--- src/pspmc_pkg.sv ---
/*
  Package for the pin state and power mode controller: device states,
  pin function codes, per-pin carriers and held state reset values.
  Assumes nothing of its surroundings.
*/
`default_nettype none
package pspmc_pkg;
  // number of pins handled
  localparam int NPINS = 8;

  // device state codes, one-hot
  typedef enum logic [6:0] {
    PSPMC_ST_POR   = 7'h01,
    PSPMC_ST_XRST  = 7'h02,
    PSPMC_ST_IRST  = 7'h04,
    PSPMC_ST_RUN   = 7'h08,
    PSPMC_ST_TIMER = 7'h10,
    PSPMC_ST_LTIM  = 7'h20,
    PSPMC_ST_STOP  = 7'h40
  } pspmc_state_t;

  // selected pin function
  typedef enum logic [3:0] {
    PSPMC_FN_GPIO   = 4'h0,
    PSPMC_FN_JTAG   = 4'h1,
    PSPMC_FN_TRACE  = 4'h2,
    PSPMC_FN_EXTINT = 4'h3,
    PSPMC_FN_NMI    = 4'h4,
    PSPMC_FN_ANALOG = 4'h5,
    PSPMC_FN_MOSCO  = 4'h6,
    PSPMC_FN_SOSCO  = 4'h7,
    PSPMC_FN_OSCI   = 4'h8,
    PSPMC_FN_MODE   = 4'h9,
    PSPMC_FN_PERIPH = 4'hA
  } pspmc_func_t;

  // pad side of one pin
  typedef struct packed {
    logic oe;
    logic out;
    logic in_en;
    logic ana_en;
  } pspmc_pad_t;

  // functional side of one pin
  typedef struct packed {
    logic out;
    logic oe;
  } pspmc_drv_t;

  // reset values of held state
  localparam logic RST_HOLD_OE  = 1'b0;
  localparam logic RST_HOLD_OUT = 1'b0;
  localparam logic RST_CFG      = 1'b0;
endpackage
`default_nettype wire

--- src/pspmc_pin.sv ---
/*
  One pin's state decision: driver enable, output, input gating, analog
  enable, and the held copy used in low power modes.
  Assumes state and level bit come from the same clock domain.
*/
`timescale 1ns/1ps
`default_nettype none
module pspmc_pin
(
  input  wire logic                 clk,
  input  wire logic                 rst,
  input  wire pspmc_pkg::pspmc_state_t st,
  input  wire logic                 standby_pin_level_bit,
  input  wire pspmc_pkg::pspmc_func_t  fn,
  input  wire pspmc_pkg::pspmc_drv_t   drv,
  input  wire logic                 periph_run,
  input  wire logic                 pad_in,
  output var  pspmc_pkg::pspmc_pad_t   pad,
  output var  logic                 core_in
);
  // ==========================================================
  // held copy
  logic hold_oe_r;
  logic hold_out_r;
  logic running;
  assign running = (st == pspmc_pkg::PSPMC_ST_RUN);

  always_ff @(posedge clk)
  begin
    if (rst)
    begin
      hold_oe_r  <= pspmc_pkg::RST_HOLD_OE;
      hold_out_r <= pspmc_pkg::RST_HOLD_OUT;
    end
    else if (running)
    begin
      hold_oe_r  <= drv.oe;
      hold_out_r <= drv.out;
    end
  end

  // ==========================================================
  // decision
  logic is_rst;
  logic is_por;
  logic is_sby;
  logic is_gp;
  logic wake;
  assign is_por = (st == pspmc_pkg::PSPMC_ST_POR);
  assign is_rst = (st == pspmc_pkg::PSPMC_ST_XRST) ||
                  (st == pspmc_pkg::PSPMC_ST_IRST);
  assign is_sby = (st == pspmc_pkg::PSPMC_ST_TIMER) ||
                  (st == pspmc_pkg::PSPMC_ST_LTIM) ||
                  (st == pspmc_pkg::PSPMC_ST_STOP);
  assign wake   = (fn == pspmc_pkg::PSPMC_FN_EXTINT) ||
                  (fn == pspmc_pkg::PSPMC_FN_NMI);
  assign is_gp  = (fn == pspmc_pkg::PSPMC_FN_GPIO) ||
                  (fn == pspmc_pkg::PSPMC_FN_PERIPH);

  // held output: a running peripheral keeps driving, a port or PERIPH pin keeps value
  logic h_oe;
  logic h_out;
  assign h_oe  = (periph_run && !is_gp) ? drv.oe  : hold_oe_r;
  assign h_out = (periph_run && !is_gp) ? drv.out : hold_out_r;

  // osc output stop conditions
  logic mosc_stop;
  logic sosc_stop;
  assign mosc_stop = (st == pspmc_pkg::PSPMC_ST_LTIM) ||
                     (st == pspmc_pkg::PSPMC_ST_STOP);
  assign sosc_stop = (st == pspmc_pkg::PSPMC_ST_STOP);

  logic iso;
  // jtag pins keep their state in standby whatever the level bit says
  assign iso = is_sby && standby_pin_level_bit && !wake &&
               (fn != pspmc_pkg::PSPMC_FN_JTAG);

  logic oe_c;
  logic out_c;
  logic ien_c;
  logic ana_c;
  always_comb
  begin
    oe_c  = h_oe;
    out_c = h_out;
    ien_c = 1'b1;
    ana_c = 1'b0;
    if (fn == pspmc_pkg::PSPMC_FN_ANALOG)
    begin
      oe_c  = 1'b0;
      ien_c = 1'b0;
      ana_c = 1'b1;
    end
    else if (fn == pspmc_pkg::PSPMC_FN_OSCI ||
             fn == pspmc_pkg::PSPMC_FN_MODE)
    begin
      oe_c  = 1'b0;
    end
    else if (fn == pspmc_pkg::PSPMC_FN_MOSCO ||
             fn == pspmc_pkg::PSPMC_FN_SOSCO)
    begin
      if (is_por || is_rst ||
          (fn == pspmc_pkg::PSPMC_FN_MOSCO ? mosc_stop : sosc_stop))
      begin
        oe_c  = 1'b0;
        ien_c = 1'b0;
      end
      else
      begin
        ien_c = 1'b0;
      end
    end
    else if (is_por)
    begin
      oe_c  = 1'b0;
      ien_c = 1'b0;
    end
    else if (is_rst)
    begin
      oe_c  = (fn == pspmc_pkg::PSPMC_FN_JTAG) ? 1'b0 : 1'b0;
      ien_c = 1'b1;
    end
    else if (fn == pspmc_pkg::PSPMC_FN_TRACE && is_sby)
    begin
      oe_c  = drv.oe;
      out_c = drv.out;
    end
    else if (iso)
    begin
      oe_c  = 1'b0;
      ien_c = 1'b0;
    end
    else if (!running)
    begin
      oe_c  = h_oe;
    end
    else
    begin
      oe_c  = drv.oe;
      out_c = drv.out;
    end
  end

  always_ff @(posedge clk)
  begin
    if (rst)
    begin
      pad     <= '0;
      core_in <= 1'b0;
    end
    else
    begin
      pad.oe     <= oe_c;
      pad.out    <= oe_c ? out_c : 1'b0;
      pad.in_en  <= ien_c;
      pad.ana_en <= ana_c;
      core_in    <= ien_c ? pad_in : 1'b0;
    end
  end
endmodule
`default_nettype wire

--- src/pspmc_top.sv ---
/*
  Pin state and power mode controller: derives the device state from
  reset sources and power mode, locks pin configuration during resets,
  and instantiates one pin decision per pin.
  Assumes pad inputs and the external reset pin are asynchronous; mode
  and configuration inputs come from logic on CLOCK.
*/
`timescale 1ns/1ps
`default_nettype none
module pspmc_top
(
  input  wire logic                                   CLOCK,
  input  wire logic                                   RST,
  input  wire logic                                   POR_ACTIVE,
  input  wire logic                                   EXTERNAL_RESET_N_PIN,
  input  wire logic                                   INT_RESET,
  input  wire logic [1:0]                             PWR_MODE,
  input  wire logic                                   STANDBY_PIN_LEVEL_BIT,
  input  wire logic                                   CFG_WE,
  input  wire logic [4*pspmc_pkg::NPINS-1:0]          CFG_FUNC,
  input  wire pspmc_pkg::pspmc_drv_t [pspmc_pkg::NPINS-1:0] DRV,
  input  wire logic [pspmc_pkg::NPINS-1:0]            PERIPH_RUN,
  input  wire logic [pspmc_pkg::NPINS-1:0]            PAD_IN,
  output var  pspmc_pkg::pspmc_pad_t [pspmc_pkg::NPINS-1:0] PAD,
  output var  logic [pspmc_pkg::NPINS-1:0]            CORE_IN,
  output var  pspmc_pkg::pspmc_state_t                STATE
);
  // ==========================================================
  // synchronisers
  logic [2:0] xr_sync_r;
  logic       xr_low_r;
  always_ff @(posedge CLOCK)
  begin
    if (RST)
    begin
      // start at the pin's idle high level so no false reset follows RST
      xr_sync_r <= 3'h7;
      xr_low_r  <= 1'b0;
    end
    else
    begin
      xr_sync_r <= {xr_sync_r[1:0], EXTERNAL_RESET_N_PIN};
      if (xr_sync_r[1] == xr_sync_r[2])
        xr_low_r <= !xr_sync_r[2];
    end
  end

  logic [pspmc_pkg::NPINS-1:0] ps1_r;
  logic [pspmc_pkg::NPINS-1:0] ps2_r;
  logic [pspmc_pkg::NPINS-1:0] ps3_r;
  logic [pspmc_pkg::NPINS-1:0] pin_r;
  always_ff @(posedge CLOCK)
  begin
    if (RST)
    begin
      ps1_r <= '0;
      ps2_r <= '0;
      ps3_r <= '0;
      pin_r <= '0;
    end
    else
    begin
      ps1_r <= PAD_IN;
      ps2_r <= ps1_r;
      ps3_r <= ps2_r;
      pin_r <= (ps2_r & ps3_r) | (pin_r & (ps2_r | ps3_r));
    end
  end

  // ==========================================================
  // device state, priority por > pin reset > internal reset > mode
  pspmc_pkg::pspmc_state_t st_nxt;
  pspmc_pkg::pspmc_state_t st_mode;
  assign st_mode = (PWR_MODE == 2'h0) ? pspmc_pkg::PSPMC_ST_RUN :
                   (PWR_MODE == 2'h1) ? pspmc_pkg::PSPMC_ST_TIMER :
                   (PWR_MODE == 2'h2) ? pspmc_pkg::PSPMC_ST_LTIM :
                                        pspmc_pkg::PSPMC_ST_STOP;
  assign st_nxt = POR_ACTIVE ? pspmc_pkg::PSPMC_ST_POR :
                  xr_low_r   ? pspmc_pkg::PSPMC_ST_XRST :
                  INT_RESET  ? pspmc_pkg::PSPMC_ST_IRST : st_mode;

  always_ff @(posedge CLOCK)
  begin
    if (RST)
      STATE <= pspmc_pkg::PSPMC_ST_POR;
    else
      STATE <= st_nxt;
  end

  // ==========================================================
  // configuration, locked during any reset state
  logic cfg_lock;
  logic [4*pspmc_pkg::NPINS-1:0] func_r;
  assign cfg_lock = (STATE == pspmc_pkg::PSPMC_ST_POR) ||
                    (STATE == pspmc_pkg::PSPMC_ST_XRST) ||
                    (STATE == pspmc_pkg::PSPMC_ST_IRST);
  always_ff @(posedge CLOCK)
  begin
    if (RST)
      func_r <= '0;
    else if (CFG_WE && !cfg_lock)
      func_r <= CFG_FUNC;
  end

  // ==========================================================
  // pins
  genvar gi;
  generate
    for (gi = 0; gi < pspmc_pkg::NPINS; gi++)
    begin : g_pin
      pspmc_pin u_pin
      (
        .clk        (CLOCK),
        .rst        (RST),
        .st         (STATE),
        .standby_pin_level_bit        (STANDBY_PIN_LEVEL_BIT),
        .fn         (pspmc_pkg::pspmc_func_t'(func_r[4*gi +: 4])),
        .drv        (DRV[gi]),
        .periph_run (PERIPH_RUN[gi]),
        .pad_in     (pin_r[gi]),
        .pad        (PAD[gi]),
        .core_in    (CORE_IN[gi])
      );
    end
  endgenerate
endmodule
`default_nettype wire

--- config.mk ---
export PLATFORM = sky130hd
export DESIGN_NAME = pspmc_top
export DESIGN_NICKNAME = d
export VERILOG_FILES = /design/src/pspmc_pkg.sv /design/src/pspmc_pin.sv /design/src/pspmc_top.sv
export SDC_FILE = /design/constraint.sdc
export NUM_CORES = 1
export LEC_CHECK = 0
export BUFFER_PORTS_ARGS = -buffer_cell sky130_fd_sc_hd__buf_2
export CAP_MARGIN = 0
export CORE_MARGIN = 5
export CORE_UTILIZATION = 50
export CTS_CLUSTER_DIAMETER = 100
export DETAILED_ROUTE_END_ITERATION = 8
export PLACE_DENSITY = 0.8
export SETUP_SLACK_MARGIN = 0.4
export SYNTH_ARGS = -nofsm -noshare
export SYNTH_HDL_FRONTEND = slang
export SYNTH_SLANG_ARGS = --single-unit
--- constraint.sdc ---
create_clock -name CLOCK -period 3.25 [get_ports CLOCK]
set_input_delay 0.65 -clock CLOCK [delete_from_list [all_inputs] [get_ports CLOCK]]
set_output_delay 0.65 -clock CLOCK [all_outputs]
set_load 0.01 [all_outputs]
==> metrics.md <==
| Metric | Value |
|---|---|
| Number of routed nets with antenna violations | 0 |
| DP HPWL | 11,300 um |
| Ys async rst share | 0 |
| Maximum VDD drop | about 0.00051 V |
| Clock sinks | around 130 |
| Clock Root Buffer | clkbuf_16 |
| Crit path time final | 2550 ps |
| Total number of vias | 5,341 |
| Initial DRC count | 439 |
| Startpoint Class | flip-flop |
| Top Ports | 120 |
| Critical path origin | STATE[1] |
| Clk pwr share | 0.477 |
| Worst hold path class | in -> reg |
| Setup TNS | 0 ps |
| Hold_sp | EXTERNAL_RESET_N_PIN |
| Clock Skews | 8.83 ps |
| Post-Synth XOR/XNOR Area | 0.0136 |
| Final #Nets | 855 |
| Clk slew on worst S/H paths | 60 ps |
| Clock latency on the worst-skew pair | around 420 ps |
| RSZ-0062 raised after global routing | no |
| #FFs+latches synth | around 130 |
| EDFF count, synth | 0 |
| Main synth FF type | dfxtp_1 |
| Average cell area after synthesis | 8.40 um2 |
| Maximum root-to-sink buffer count | 2 |
| Netlist cell types | 62 |
| Largest net degree at the start of global routing | 53 |
| Tot GR Track Use | 0.227 |
| Die Wd | 117 um |
| Critical path peak fanout | 12 |
| Global-route wire length before repair | approximately 26,000 um |
| # hold bufs at CTS | 0 |
| Starting Density | 0.508 |
| Number of remaining DRC errors | 0 |
| CTS Buf Count | 17 |
| Compound-Gate Fraction of Synth Area | 0.198 |
| Slowest stage cell, crit path | or3_1 |
| Fill count | 1,004 |
| CTS tree | built |
| Critical path's top delay family | simple AND/OR/NAND/NOR gates |
| Outcome | finished clean |
| P per Cell Area | about 580 mW/mm2 |
| Total congestion overflow | 0 |
| Period utilization | 0.786 |
| Worst Path Class, Setup | reg -> reg |
| Vias in the first global route | between 5k and 6k |
| Slew Viols, Final | 0 |
| Syn nets | approximately 760 |
| Die area | 0.0138 mm2 |
| Post-synthesis simple-gate area fraction | 0.256 |
| Switching portion of total power | 0.254 |
| Detailed Route WL | ~16,000 um |
| Layout Utilization | 0.614 |
| Initial antenna violation count | 0 |
| Layout area overhead | 20.9% |
| Post-Syn Area | 0.00578 mm2 |
| Setup-failing EPs final | 0 |
| Max_cap viols | 0 |
| Worst-margin pin slew | 1220 ps |
| CP peak stage delay | 630 ps |
| Endpoint class of the critical path | flip-flop |
| Die Span Y | 117 um |
| Sequential area share after synthesis | 0.454 |
| Postcts setup bufs | 0 |
| Core Box Area | approximately 0.011 mm2 |
| Synth Area in Adders | 0.00173 |
| ANT cells | 0 |
| Most frequent cells in the layout | 131 x dfxtp_1, 130 x nand2_1, 119 x buf_2 |
| Proportion of layout cells with a drive suffix above 1 | 0.236 |
| I/O Buffers | 119 |
| Largest family of logic cells by synthesized area | simple AND/OR/NAND/NOR gates |
| Ys Warns | 0 |
| Cells along the critical path | or3_1 -> nor3_2 -> nand3_2 -> o2111a_1 -> a311o_1 -> and2_1 |
| Hold Fails Final Rpt | 0 |
| Mux contribution to synthesized area | 0.0318 |
| Relative slew slack | 0.183 |
| GP Congestion | 0.932 |
| Internal Power | 3000 uW |
| P_sw | 1020 uW |
| WP buf/inv | 0 |
| Leading cell type in the layout, fill and taps excluded | dfxtp_1 |
| Sequential power share | 0.428 |
| Worst EP required | 3560 ps |
| Leakage | roughly 0.0028 uW |
| Reg2reg start | STATE[1] |
| Vias per inst | 5.69 |
| Fmax | approximately 0.39 GHz |
| First drt pass iteration count | 6 |
| H-tree depth | 4 |
| Post-Syn Instances | 688 |
| Worst EP arrival | roughly 2900 ps |
| Post_cts resized | 0 |
| Wirelength per Cell | 16.9 um |
| Comb pwr share | 0.095 |
| Core Rows | 39 |
==> worst paths after layout <==
check                          end  slack [ps]  cells after the start
max          g_pin[6].u_pin.pad[2]         700                      6
min                   xr_sync_r[0]         410                      2
max reg2reg  g_pin[6].u_pin.pad[2]         700                      6
min reg2reg           xr_sync_r[1]         410                      1
==> routing by layer <==
metal  vias to the layer above  share of wire  global-route usage  routed length [um]
met4                         0          0.034               0.103                 544
met5                         -              0                   0                   0
met1                      2514           0.42               0.275                6650
li1                       2592              -                   -                   -
met3                        37          0.068              0.0649                1090
met2                       198           0.48               0.373                7620
==> synthesized netlist by cell type, types with 3 or more instances <==
| cell type | n | area share |
|---|---|---|
| nor2b_1 | 35 | 0.038 |
| a31oi_1 | 6 | 0.0065 |
| nor3b_1 | 4 | 0.0052 |
| nand4b_1 | 5 | 0.0076 |
| nor4_1 | 3 | 0.0032 |
| o41ai_1 | 3 | 0.0045 |
| o22ai_1 | 4 | 0.0043 |
| buf_2 | 4 | 0.0035 |
| buf_4 | 10 | 0.013 |
| o31ai_1 | 13 | 0.017 |
| nor2_1 | 21 | 0.014 |
| nor4b_1 | 4 | 0.0061 |
| nand2b_1 | 18 | 0.019 |
| o211ai_1 | 5 | 0.0065 |
| xor2_1 | 8 | 0.012 |
| dfxtp_1 | 131 | 0.45 |
| nand3_1 | 10 | 0.0087 |
| or4_1 | 3 | 0.0039 |
| mux2_2 | 3 | 0.0058 |
| or3_1 | 4 | 0.0043 |
| and3_1 | 5 | 0.0054 |
| inv_1 | 5 | 0.0032 |
| o211a_1 | 3 | 0.0052 |
| o21a_1 | 3 | 0.0039 |
| and2_1 | 11 | 0.012 |
| or2_2 | 8 | 0.0087 |
| nor3_1 | 20 | 0.017 |
| clkbuf_1 | 34 | 0.022 |
| mux2i_1 | 15 | 0.026 |
| a21oi_1 | 81 | 0.070 |
| buf_1 | 6 | 0.0039 |
| nand2_1 | 130 | 0.084 |
| a211oi_1 | 7 | 0.0091 |
| o21ai_0 | 27 | 0.023 |
==> power groups by stage <==
stage / sequential, uW / combinational, uW / clock (uW)
2_1_floorplan: 1720 / 263 / 0
3_3_place_gp: 1750 / 364 / 0
3_5_place_dp: 1750 / 374 / 0
4_1_cts: 1720 / 378 / 1940
5_1_grt: 1730 / 418 / 2010
6_report: 1720 / 381 / 1920
==> through the flow <==
step / instance area [um2] / std cells / setup slack (ps) / hold WS (ps) / power [uW]
5_1_grt: 6980 / 938 / 572 / 414 / 4160
2_1_floorplan: 5780 / 688 / 1250 / 389 / 1990
6_report: 6980 / 938 / 696 / 412 / 4020
4_1_cts: 6980 / 938 / 761 / 397 / 4040
3_3_place_gp: 6380 / 906 / 841 / 394 / 2110
3_5_place_dp: 6380 / 906 / 779 / 403 / 2130
==> layout make-up <==
cell class                      count  area [um2]  area share
Multi-Input combinational cell    498        2890       0.414
Sequential cell                   131        2620       0.376
Timing Repair Buffer              129         671      0.0961
Clock buffer                       19         453      0.0649
Tap cell                          143         179      0.0256
Clock inverter                     13         148      0.0211
Inverter                            5        18.8     0.00269
==> flip-flops by register name (all words and copies together) (netlist names) <==
register,count
pin_r,8
xr_low_r,1
func_r,32
STATE,7
g_pin.u_pin.hold_oe_r,8
g_pin.u_pin.hold_out_r,8
ps1_r,8
g_pin.u_pin.core_in,8
ps2_r,8
xr_sync_r,3
ps3_r,8
g_pin.u_pin.pad,32
==> worst register-to-register path, cell delays in order (launching register included) <==
cell,delay (ps)
dfxtp_1,360
or3_1,630
nor3_2,350
nand3_2,280
o2111a_1,320
a311o_1,360
and2_1,140
==> cell families (layout without fill, tap and decap cells) <==
family / count (synthesis) / in the layout
adders and majority gates: 1 / 1
buffers and inverters: 59 / 166
muxes: 18 / 18
DFF: 131 / 131
xor gates and xnor gates: 9 / 9
and+or+nand+nor: 291 / 291
AOI/OAI and AO/OA: 179 / 179
Note: power is estimated with default switching activity, not from simulation.
